[src/common/des_defines.svh]
// Constants of the transfer event selector: addresses, fields, codes, reset values
`ifndef DES_DEFINES_SVH
`define DES_DEFINES_SVH

// ****************************************
// Register addresses
// ****************************************
`define DES_ADDR_A        32'h01a0ff00
`define DES_ADDR_B        32'h01a0ff04
`define DES_ADDR_D        32'h01a0ff0c

// ****************************************
// Field layout
// ****************************************
`define DES_CODE_W        6
`define DES_FIELD_PITCH   8
`define DES_FIELDS_PER_REG 4
`define DES_NUM_SEL       12
`define DES_NUM_CHAN      16
`define DES_CHAIN_LO      8
`define DES_CHAIN_N       4
`define DES_RSVD_MASK     32'hc0c0c0c0

// ****************************************
// Event codes
// ****************************************
`define DES_CODE_NONE     6'h00
`define DES_CODE_TIMER0   6'h01
`define DES_CODE_TIMER1   6'h02
`define DES_CODE_MEMIF    6'h03
`define DES_CODE_GP4      6'h04
`define DES_CODE_GP7      6'h07
`define DES_CODE_GP2      6'h0a
`define DES_CODE_P0_TX    6'h0c
`define DES_CODE_P1_RX    6'h0f
`define DES_CODE_LIMIT    6'h10

// ****************************************
// Reset codes: channels 0..7 take their own number, 12..15 take 0x0c..0x0f
// ****************************************
`define DES_RST_LOW_BASE  6'h00
`define DES_RST_HIGH_BASE 6'h0c

// ****************************************
// Bus constants
// ****************************************
`define DES_HTRANS_ACT_BIT 1
`define DES_HSIZE_WORD    3'h2

`endif

[src/common/des_pkg.sv]
// Types shared by the transfer event selector
package des_pkg;
  typedef logic [5:0] des_code_t;
  typedef logic [1:0] des_regsel_t;
  typedef enum logic [1:0] {
    DES_ST_IDLE  = 2'b01,
    DES_ST_WDATA = 2'b10
  } des_state_e;
endpackage : des_pkg

[src/design/des_route_mux.sv]
// Selects one routed event for a single channel from its event code
`timescale 1ns/1ns
`default_nettype none
`include "des_defines.svh"
module des_route_mux (
  input  wire des_pkg::des_code_t code_i,
  input  wire logic [15:0]        events_i,
  output logic                    hit_o
);
  import des_pkg::*;

  // Codes at or above the limit select nothing; reserved slots of events_i are zero
  always_comb begin
    if (code_i >= `DES_CODE_LIMIT) begin
      hit_o = 1'b0;
    end else begin
      hit_o = events_i[code_i[3:0]];
    end
  end
endmodule : des_route_mux
`default_nettype wire

[src/design/des_event_selector.sv]
// Transfer event selector: AHB-Lite registers and event routing to 16 channels
//
// Overview of operation
// - There are 16 channels and channels 8 to 11 only follow chaining completion codes.
// - The other 12 channels are each triggered by the event their own field selects.
// - A 6-bit code written to a field by a word write makes that channel follow the matching event.
// - Three registers hold channels 0-3, 4-7 and 12-15; chaining channels have none.
// - Fields sit at bits 5:0, 13:8, 21:16 and 29:24, lowest channel in lowest field.
// - Codes 1, 2 and 3 select timer 0, timer 1 and the memory interface events.
// - Codes 4 to 7 select pins 4 to 7 and code 10 selects the pin 2 event.
// - After reset channels 0 to 7 hold their own channel number as code.
// - After reset channels 12 to 15 hold codes 12 to 15, the serial port events.
// - Reserved bits above each field read zero and ignore writes.
`timescale 1ns/1ns
`default_nettype none
`include "des_defines.svh"
module des_event_selector #(
  parameter int CODE_W = `DES_CODE_W
) (
  input  wire logic        clk_sys_i,
  input  wire logic        nrst_i,
  input  wire logic        hsel_i,
  input  wire logic [31:0] haddr_i,
  input  wire logic [1:0]  htrans_i,
  input  wire logic        hwrite_i,
  input  wire logic [2:0]  hsize_i,
  input  wire logic [31:0] hwdata_i,
  input  wire logic        hready_i,
  output logic [31:0]      hrdata_o,
  output logic             hreadyout_o,
  output logic             hresp_o,
  input  wire logic        timer0_event_i,
  input  wire logic        timer1_event_i,
  input  wire logic        memif_event_i,
  input  wire logic        gp_pin2_event_i,
  input  wire logic        gp_pin4_event_i,
  input  wire logic        gp_pin5_event_i,
  input  wire logic        gp_pin6_event_i,
  input  wire logic        gp_pin7_event_i,
  input  wire logic        port0_tx_event_i,
  input  wire logic        port0_rx_event_i,
  input  wire logic        port1_tx_event_i,
  input  wire logic        port1_rx_event_i,
  input  wire logic [3:0]  chain_completion_code_i,
  output logic [15:0]      chan_trigger_o
);
  import des_pkg::*;

  // ****************************************
  // Elaboration check
  // ****************************************
  if (CODE_W != `DES_CODE_W) begin : g_bad_width
    $error("des_event_selector: code width must be six");
  end

  // ****************************************
  // Helper functions
  // ****************************************
  // Extracts field k of a register word
  function automatic des_code_t get_field(input logic [31:0] word, input int k);
    get_field = word[k*`DES_FIELD_PITCH +: `DES_CODE_W];
  endfunction : get_field

  // Builds a register word from four codes, reserved gaps zero
  function automatic logic [31:0] pack_word(input des_code_t c0, input des_code_t c1,
                                            input des_code_t c2, input des_code_t c3);
    pack_word = {2'h0, c3, 2'h0, c2, 2'h0, c1, 2'h0, c0};
  endfunction : pack_word

  // ****************************************
  // State
  // ****************************************
  des_code_t   code_reg [`DES_NUM_SEL];
  des_code_t   code_next [`DES_NUM_SEL];
  des_state_e  state_reg;
  des_state_e  state_next;
  des_regsel_t wsel_reg;
  des_regsel_t wsel_next;
  logic [31:0] hrdata_reg;
  logic [31:0] hrdata_next;
  logic [15:0] trig_reg;
  logic [15:0] trig_next;
  logic [15:0] ev_vec;
  logic [`DES_NUM_SEL-1:0] hit;
  logic        acc;
  logic        hit_a;
  logic        hit_b;
  logic        hit_d;
  logic        mapped;

  // ****************************************
  // Address phase decode
  // ****************************************
  // A transfer is taken when selected, active and the bus is ready
  assign acc    = hsel_i && hready_i && htrans_i[`DES_HTRANS_ACT_BIT];
  assign hit_a  = (haddr_i == `DES_ADDR_A);
  assign hit_b  = (haddr_i == `DES_ADDR_B);
  assign hit_d  = (haddr_i == `DES_ADDR_D);
  assign mapped = hit_a || hit_b || hit_d;

  // Bus state: a word write to a mapped register opens a write data phase
  always_comb begin
    state_next = DES_ST_IDLE;
    wsel_next  = 2'h0;
    if (acc && hwrite_i && mapped && (hsize_i == `DES_HSIZE_WORD)) begin
      state_next = DES_ST_WDATA;
      if (hit_a) begin
        wsel_next = 2'h0;
      end else if (hit_b) begin
        wsel_next = 2'h1;
      end else begin
        wsel_next = 2'h2;
      end
    end
  end

  always_ff @(posedge clk_sys_i or negedge nrst_i) begin
    if (!nrst_i) begin
      state_reg <= DES_ST_IDLE;
      wsel_reg  <= 2'h0;
    end else begin
      state_reg <= state_next;
      wsel_reg  <= wsel_next;
    end
  end

  // ****************************************
  // Selector fields
  // ****************************************
  // Write data phase stores the four fields; gap bits are dropped
  always_comb begin
    for (int i = 0; i < `DES_NUM_SEL; i++) begin
      code_next[i] = code_reg[i];
    end
    case (state_reg)
      DES_ST_WDATA: begin
        for (int k = 0; k < `DES_FIELDS_PER_REG; k++) begin
          code_next[wsel_reg*`DES_FIELDS_PER_REG + k] = get_field(hwdata_i, k);
        end
      end
      default: begin
      end
    endcase
  end

  // Reset codes: low block numbered by channel, high block the serial port events
  always_ff @(posedge clk_sys_i or negedge nrst_i) begin
    if (!nrst_i) begin
      for (int i = 0; i < `DES_CHAIN_LO; i++) begin
        code_reg[i] <= `DES_RST_LOW_BASE + 6'(i);
      end
      for (int i = 0; i < `DES_CHAIN_N; i++) begin
        code_reg[`DES_CHAIN_LO + i] <= `DES_RST_HIGH_BASE + 6'(i);
      end
    end else begin
      for (int i = 0; i < `DES_NUM_SEL; i++) begin
        code_reg[i] <= code_next[i];
      end
    end
  end

  // ****************************************
  // Read data
  // ****************************************
  // Read from next values so a write just before a read is seen
  always_comb begin
    hrdata_next = 32'h0;
    if (acc && !hwrite_i) begin
      if (hit_a) begin
        hrdata_next = pack_word(code_next[0], code_next[1], code_next[2], code_next[3]);
      end else if (hit_b) begin
        hrdata_next = pack_word(code_next[4], code_next[5], code_next[6], code_next[7]);
      end else if (hit_d) begin
        hrdata_next = pack_word(code_next[8], code_next[9], code_next[10], code_next[11]);
      end else begin
        hrdata_next = 32'h0; // Unmapped reads zero
      end
    end
  end

  always_ff @(posedge clk_sys_i or negedge nrst_i) begin
    if (!nrst_i) begin
      hrdata_reg <= 32'h0;
    end else begin
      hrdata_reg <= hrdata_next;
    end
  end

  // ****************************************
  // Event routing
  // ****************************************
  // Event vector indexed by code; reserved codes hold zero
  always_comb begin
    ev_vec     = 16'h0;
    ev_vec[1]  = timer0_event_i;
    ev_vec[2]  = timer1_event_i;
    ev_vec[3]  = memif_event_i;
    ev_vec[4]  = gp_pin4_event_i;
    ev_vec[5]  = gp_pin5_event_i;
    ev_vec[6]  = gp_pin6_event_i;
    ev_vec[7]  = gp_pin7_event_i;
    ev_vec[10] = gp_pin2_event_i;
    ev_vec[12] = port0_tx_event_i;
    ev_vec[13] = port0_rx_event_i;
    ev_vec[14] = port1_tx_event_i;
    ev_vec[15] = port1_rx_event_i;
  end

  // One selector per programmable channel
  for (genvar g = 0; g < `DES_NUM_SEL; g++) begin : g_route
    des_route_mux u_mux (
      .code_i   (code_reg[g]),
      .events_i (ev_vec),
      .hit_o    (hit[g])
    );
  end

  // Channel triggers: chaining channels pass completion codes straight on
  always_comb begin
    trig_next = 16'h0;
    trig_next[`DES_CHAIN_LO-1:0] = hit[`DES_CHAIN_LO-1:0];
    trig_next[`DES_CHAIN_LO +: `DES_CHAIN_N] = chain_completion_code_i;
    trig_next[`DES_NUM_CHAN-1 -: `DES_CHAIN_N] = hit[`DES_NUM_SEL-1 -: `DES_CHAIN_N];
  end

  // Registered triggers follow the current code only, so a change adds no pulse
  always_ff @(posedge clk_sys_i or negedge nrst_i) begin
    if (!nrst_i) begin
      trig_reg <= 16'h0;
    end else begin
      trig_reg <= trig_next;
    end
  end

  // ****************************************
  // Outputs
  // ****************************************
  always_ff @(posedge clk_sys_i or negedge nrst_i) begin
    if (!nrst_i) begin
      hreadyout_o <= 1'b0;
      hresp_o     <= 1'b0;
    end else begin
      hreadyout_o <= 1'b1; // Zero wait states
      hresp_o     <= 1'b0; // Always OKAY
    end
  end

  assign hrdata_o       = hrdata_reg;
  assign chan_trigger_o = trig_reg;

  logic rst_seen_reg;
  logic sel1_live;

  // Channel 1 has a live event behind its current code
  assign sel1_live = (code_reg[1] < `DES_CODE_LIMIT) && ev_vec[code_reg[1][3:0]];

  always_ff @(posedge clk_sys_i or negedge nrst_i) begin
    if (!nrst_i) begin
      rst_seen_reg <= 1'b0;
    end else begin
      rst_seen_reg <= 1'b1;
    end
  end
endmodule : des_event_selector
`default_nettype wire

[config.mk]
export PLATFORM = sky130hd
export DESIGN_NAME = des_event_selector
export DESIGN_NICKNAME = d
export VERILOG_FILES = /design/src/common/des_pkg.sv /design/src/design/des_route_mux.sv /design/src/design/des_event_selector.sv
export VERILOG_INCLUDE_DIRS = /design/src /design/src/common
export SDC_FILE = /design/constraint.sdc
export NUM_CORES = 1
export LEC_CHECK = 0
export ABC_AREA = 1
export BUFFER_PORTS_ARGS = -buffer_cell sky130_fd_sc_hd__buf_4
export CORE_MARGIN = 1.5
export CORE_UTILIZATION = 50
export CTS_CLUSTER_DIAMETER = 100
export DETAILED_ROUTE_END_ITERATION = 8
export GPL_TIMING_DRIVEN = 0
export PLACE_DENSITY = 0.73
export SLEW_MARGIN = 0
export SYNTH_ARGS = -nofsm -noshare
export SYNTH_HDL_FRONTEND = slang
export SYNTH_HIERARCHICAL = 1
export SYNTH_SLANG_ARGS = --single-unit
[constraint.sdc]
create_clock -name clk_sys_i -period 2 [get_ports clk_sys_i]
set_clock_uncertainty 0.05 [all_clocks]
set_input_delay 0.6 -clock clk_sys_i [delete_from_list [all_inputs] [get_ports clk_sys_i]]
set_output_delay 0.6 -clock clk_sys_i [all_outputs]
set_load 0.01 [all_outputs]
After elaboration in Yosys (flattened, before gate mapping)
Cells that the tools add are included.

Add/sub/neg operators: 3. Order comparisons: 32. Equality and inequality tests: 5. Mux-type cells: 57. Bitwise operators: 4. Reduce and logical (&&, ||, !) cells: 13.

Operators with widths (count): bitwise mux 72 bit (4); greater-or-equal comparator 33 x 5 -> 1 bit (second input constant) (4); < comparator 33 x 1 -> 1 bit (second input constant) (4); 2-to-1 mux 30 bit (4); inverter 5 -> 33 bit (3); demux 6 bit (select 4 bit) (4); equality test 32 x 25 -> 1 bit (second input constant) (3); greater-or-equal comparator 6 x 5 -> 1 bit (second input constant) (12); 2-to-1 mux 72 bit (1); < comparator 4 x 5 -> 1 bit (second input constant) (12); binary-select mux 1 bit (select 4 bit) (12); inverter 4 -> 33 bit (1); 2-to-1 mux 1 bit (24); 2-to-1 mux 6 bit (4); adder 4 x 2 -> 5 bit (second input constant) (2); logical AND 1 bit (10); 2-to-1 mux 2 bit (4); adder 4 x 1 -> 5 bit (second input constant) (1); equality test 3 x 2 -> 1 bit (second input constant) (1); equality test 2 bit (second input constant) (1); logical OR 1 bit (2); zero test 1 bit (1).

Bits in registers: 125. Input bits: 90. Output and inout bits: 50. Logic and storage cells: 131.

Longest topological paths before layout
Gate-level depths: netlist of the first run.

Depth after elaboration: 14. Depth in mapped cells: 11. Mapped depth without buffers: 10.

By module
The synthesis of the first run kept the hierarchy.

Modules (own cells, without submodules): des_event_selector (times used 1, cells each 675, area an instance 5442.7 um^2, sequential area each 2959.1 um^2); des_route_mux (times used 12, cells each 49, area an instance 207.7 um^2, sequential area each 0.0 um^2).

Worst setup path after synthesis of the first run
No wires, ideal clock.

Kind: input-to-reg. From: input haddr_i[7]. To: register hrdata_reg[25], in the netlist hrdata_o[25]. Data arrival time: 1.557 ns. Setup slack: 0.279 ns. Stages: 11. Path through: nor2_1 nand2_1 inv_1 nand2_1 nor2_1 nand2_4 inv_2 buf_6 nand2_1 nand2_1 nor2_2.

Word-level cells in the longest chain between the ends: 5.

RTL lines: start, declared (line des_event_selector.sv:23) `input wire logic [31:0] haddr_i,`; equality test 32 x 25 -> 1 bit (no line); 2-to-1 mux 30 bit (line des_event_selector.sv:173) `end else if (hit_d) begin`; 2-to-1 mux 30 bit (line des_event_selector.sv:171) `end else if (hit_b) begin`; 2-to-1 mux 30 bit * (line des_event_selector.sv:169) `if (hit_a) begin`; 2-to-1 mux 30 bit * (line des_event_selector.sv:168) `if (acc && !hwrite_i) begin`; named net hrdata_next[25] (line des_event_selector.sv:80) `logic [31:0] hrdata_next;`; end signal, assigned (line des_event_selector.sv:185) `hrdata_reg <= hrdata_next;`; end, declared (line des_event_selector.sv:79) `logic [31:0] hrdata_reg;`.

The timed path passes the listed nets; every way through them passes the cells marked *.

Worst setup path after layout of the first run
From: register state_reg[0]. To: register hrdata_reg[1], in the netlist hrdata_o[1].

Word-level cells in the longest chain between the ends: 6.

RTL lines: start, declared (line des_event_selector.sv:75) `des_state_e state_reg;`; start signal, assigned (line des_event_selector.sv:122) `state_reg <= state_next;`; equality test 2 bit * (line des_event_selector.sv:135) `case (state_reg)`; 2-to-1 mux 72 bit * (line des_event_selector.sv:135); 2-to-1 mux 30 bit (line des_event_selector.sv:173); 2-to-1 mux 30 bit (line des_event_selector.sv:171); 2-to-1 mux 30 bit * (line des_event_selector.sv:169); 2-to-1 mux 30 bit * (line des_event_selector.sv:168); named net hrdata_next[1] (line des_event_selector.sv:80).

Marks and branches as above.

==> results of run 1 <==
-- cells in the final DEF (no fill, tap or decap), types with 27 or more instances in the layout --
cell type	count
conb_1	58
nand2_1	460
buf_4	130
o21ai_0	57
inv_1	288
a21oi_1	35
nand3_1	151
nor2_1	46
buf_6	27
dfrtp_1	92
-- layer usage --
layer | vias up | wire, um
met5 | - | 0
met1 | 3543 | 10000
met3 | 46 | 2100
met2 | 335 | 10700
met4 | 0 | 556
li1 | 4082 | -
-- final cells by class --
class                           instances  share of cell area, %
Buffer                                 47                   4.28
Clock buffer                           19                   4.36
Clock inverter                         13                   1.27
Inverter                              302                   11.4
Multi-Input combinational cell        852                   36.6
Sequential cell                       117                   29.8
Tap cell                              211                   2.66
Timing Repair Buffer                  123                   9.57
-- per-stage QoR --
stage / utilization [%] / setup TNS, ps / setup slack [ps] / instances
3_3_place_gp: 60.6 / -3350 / -167 / 1651
5_1_grt: 64.5 / 0 / 9.14 / 1684
4_1_cts: 64.5 / 0 / 95.2 / 1684
3_5_place_dp: 60.8 / -1560 / -158 / 1652
6_report: 64.5 / 0 / 160 / 1684
2_1_floorplan: - / 0 / 279 / 1319
-- worst paths after layout --
check | slack, ps | from | to
worst max-delay path | 160 | state_reg[0] | hrdata_o[1]
worst min-delay path | 220 | chain_completion_code_i[3] | chan_trigger_o[11]
worst max register to register | 160 | state_reg[0] | hrdata_o[1]
worst min register to register | 470 | code_reg[2] | code_reg[2]
max in group asynchronous | 590 | nrst_i | code_reg[32]
min in group asynchronous | 530 | nrst_i | chan_trigger_o[13]
-- timing repair --
item / CTS / global route
endpoints found under the hold margin: 15 / 0
setup endpoints to repair: 4 / 2
gates resized for setup: 0 / 6
hold buffers: 1 / 0
-- logic make-up after synthesis --
family	count (synthesis)	share of synthesized area, %
simple gates	690	36.4
buf+inv	350	19.6
flops	117	37.3
compound gates	104	6.56
other cells	2	0.0946
-- worst max-delay path: stages, from the launching register on --
cell,delay (ps)
dfstp_2,540
nor2_4,50
nand3_1,90
buf_6,210
buf_2,330
nand2_1,80
o21ai_0,140
nand2_1,100
nand2_1,80
nor2_2,50
-- where the power goes --
| part | switching (mW) | leakage (nW) | internal [mW] |
|---|---|---|---|
| clock network | 1.19 | 0.261 | 1.72 |
| registers | 0.00451 | 1.50 | 2.39 |
| logic | 0.304 | 4.53 | 0.222 |
| total | 1.50 | 6.29 | 4.33 |
==> flow_summary.ini, run 1 <==
[logic_synthesis]
synth-async-reset-ratio_pct = 100
synth.cell_area_um2 = 7940
post-synth-top-area-fraction_pct = 29.0
ys_warn_count = 6
avgSynthCellArea_um2 = 6.28
yosysMostFrequentCell = nand2_1
seq_area_frac_synth_pct = 37.3
ys_types = 26
yosysTopAreaCell = dfrtp_1
synthTopCellsByArea = dfrtp_1 29%, nand2_1 22%, inv_1 14%
ys.flop_type = dfrtp_1
ys_ff_latch = 117
synth_edf_count = 0
synthTopCellsByCount = 460 x nand2_1, 288 x inv_1, 151 x nand3_1
netlist_instances = 1263

[final_layout]
synthToLayoutAreaGrowth_pct = 25.0
num_antenna_cells = 0
design_area_um2 = 9920
multi_input_comb_area_um2 = 3630
nFillCells = 1494
drive_above_1_share_pct = 18.0
largest_reg_flops = 72
nNetsFinal = 1550
register_area_um2 = 2960

[floorplan]
die-area_um2 = 16600
num_rows = 45
die_y_um = 129
initial_utilization_pct = 51.6
ios = 140
coreArea_um2 = 15400
dieWidth_um = 129

[routing]
drt_iter0_markers = 626
route.detailed.drc = 0
firstDrtPassIters = 5
via_per_inst = 4.75
wl_per_cell_um = 13.9
vias = 8006
antenna_left = 0
routed_wl_um = 23400

[global_routing]
grt.met1_usage_pct = 39.5
grt_max_degree = 100
grt-busiest-layer = met2
grt-ovfl-total = 0
grt_pass1_wl_um = 37000
met3_usage_pct = 5.78
grt_pass1_vias = 7184
antenna_found_initial = 0
grt_use_total_pct = 29.7
met2_usage_pct = 48.6

[placed_design]
port_buffers = 121
dp_hpwl_um = 16100
postPlaceCellArea_um2 = 9350
gp_congestion = 0.924

[timing]
max_freq_mhz = 543
tightestPinTransition_ps = 598
finalCriticalPeriod_ps = 1840
hold_violations = 0
max_slew_margin_pct = 60.1
fin_crit_sh_pct = 92.0
drv_slew = 0
rsz0062_at_grt = no
finalSetupViolCount = 0
whs_ps = 223

[min_path]
min_path_cells = 1
hold_class = input pin to register

[cts]
cts_buffers = 17
path_clk_slew_ps = 60
clk_latency_ps = 430
cts_tree = yes
cts.htree.levels = 4
cts.sink_count = 117
cts_setup_buffers = 0
clockBufferDepth = 2
cts_root_buffer = clkbuf_16

[critical_path]
cp-end-kind = register
crit_required_ps = 2260
critPathLaunchType = register
path_max_fanout = 19
rr_worst_depth = 9
crit_type = register to register
arrival_ps = 2100

[pwr]
p_per_area_nw_per_um2 = 588
leakage_nw = 6.29
total_power_mw = 5.83
peakVddDrop_v = 0.000598

[status]
status = finished clean

[run]
maxCapViolations = 0
(Power assumes the default switching activity.)
==> inputs of run 2 (changes only) <==
- CTS_BUF_LIST: unset -> sky130_fd_sc_hd__clkbuf_16
==> flow_summary.ini, run 2 (same netlist as run 1, synthesis figures left out) <==
[status]
status = finished clean

[routing]
firstDrtPassIters = 5
via_per_inst = 4.76
antenna_left = 0
drt_iter0_markers = 628
vias = 8015
route.detailed.drc = 0
wl_per_cell_um = 13.9
routed_wl_um = 23400

[floorplan]
initial_utilization_pct = 51.6
die_y_um = 129
dieWidth_um = 129
ios = 140
die-area_um2 = 16600
coreArea_um2 = 15400
num_rows = 45

[critical_path]
arrival_ps = 2140
crit_type = register to register
path_max_fanout = 10
crit_required_ps = 2270
cp-end-kind = register
critPathLaunchType = register

[placed_design]
port_buffers = 121
postPlaceCellArea_um2 = 9350
dp_hpwl_um = 16100
gp_congestion = 0.924
dpl.cell_count = 1652

[pwr]
seq_power_share_pct = 41.2
p_comb_share_pct = 9.0
switching_power_mw = 1.49
total_power_mw = 5.81
p_int_mw = 4.32
p_per_area_nw_per_um2 = 586
switching_share_pct = 25.6
peakVddDrop_v = 0.000597
leakage_nw = 6.29
pwr-share-clk_pct = 49.8

[cts]
cts_buffers = 17
clockBufferDepth = 2
clk_latency_ps = 430
cts.sink_count = 117
path_clk_slew_ps = 60
cts.htree.levels = 4
cts_tree = yes
cts_root_buffer = clkbuf_16

[final_layout]
num_antenna_cells = 0
drive_above_1_share_pct = 18.0
nNetsFinal = 1550
synthToLayoutAreaGrowth_pct = 25.0
nFillCells = 1494
final_cell_mix = 460 x nand2_1, 290 x inv_1, 151 x nand3_1
final_cell_count_no_fill = 1684
layout_commonest_cell = nand2_1
largest_reg_flops = 72
design_area_um2 = 9920

[timing]
max_freq_mhz = 535
finalCriticalPeriod_ps = 1870
drv_slew = 0
max_slew_margin_pct = 59.9
tightestPinTransition_ps = 601
rsz0062_at_grt = no
finalSetupViolCount = 0
hold_violations = 0
whs_ps = 223
fin_crit_sh_pct = 93.4

[global_routing]
antenna_found_initial = 0
grt_pass1_wl_um = 37000
grt_use_total_pct = 29.7
grt_max_degree = 100
grt-ovfl-total = 0
grt_pass1_vias = 7184

[min_path]
hold_class = input pin to register

[run]
maxCapViolations = 0
-- run 2: cell count changes in the layout (fill, tap and decap cells not counted) --
cell / delta
inv_1: +2
clkbuf_1: -2
-- run 2: layout make-up --
cell class	instances	area, um^2	area share, %
well taps	211	264	2.66
repair buffers	123	950	9.57
clock buffers	17	425	4.29
plain buffers	47	424	4.28
flip-flops and latches	117	2960	29.8
clock inverters	15	134	1.35
inverters	302	1130	11.4
multi-input cells	852	3630	36.6
-- run 2: worst max-delay path, stage by stage, from the launching register on --
cell     delay [ps]
dfstp_2         540
nor2_4           50
nand2_1          60
buf_2           230
buf_2           300
o21ai_0         150
nand3_1         100
nand2_1          50
nor2_1          230
-- run 2: what timing repair did --
action | CTS | global route
setup endpoints to repair | 4 | 2
buffers inserted | 0 | 0
hold buffers | 1 | 0
resized for setup | 0 | 6
endpoints found under the hold margin | 15 | 0
-- run 2: through the flow --
| step | setup TNS [ps] | utilization [%] | worst slack [ps] |
|---|---|---|---|
| 2_1_floorplan | 0 | - | 279 |
| 3_3_place_gp | -3350 | 60.6 | -167 |
| 3_5_place_dp | -1560 | 60.8 | -158 |
| 4_1_cts | 0 | 64.5 | 95.2 |
| 5_1_grt | 0 | 64.5 | 9.14 |
| 6_report | 0 | 64.5 | 132 |
-- run 2: path summary, 6_finish.rpt --
kind | startpoint | end | slack [ps] | cells past startpoint
worst max-delay path | state_reg[0] | hrdata_o[10] | 130 | 8
worst min-delay path | chain_completion_code_i[3] | chan_trigger_o[11] | 220 | 1
worst max register to register | state_reg[0] | hrdata_o[10] | 130 | 8
worst min register to register | code_reg[2] | code_reg[2] | 470 | 2
max in group asynchronous | nrst_i | state_reg[0] | 580 | 3
min in group asynchronous | nrst_i | chan_trigger_o[4] | 540 | 2
-- run 2: metal layers --
layer  share of wire (%)  up-vias  wire length, um  track usage, %
met2                  46      346            10700            48.6
li1                    -     4083                -               -
met4                 2.2        0              518            10.2
met3                 8.9       40             2080            5.78
met5                   0        -                0               0
met1                  43     3546            10100            39.5
-- run 2: power groups by stage --
stage	registers (mW)	logic (mW)	clock network, mW
2_1_floorplan	2.44	0.198	0
3_3_place_gp	2.43	0.506	0
3_5_place_dp	2.43	0.520	0
6_report	2.39	0.526	2.89
4_1_cts	2.39	0.523	2.92
5_1_grt	2.39	0.596	3.03
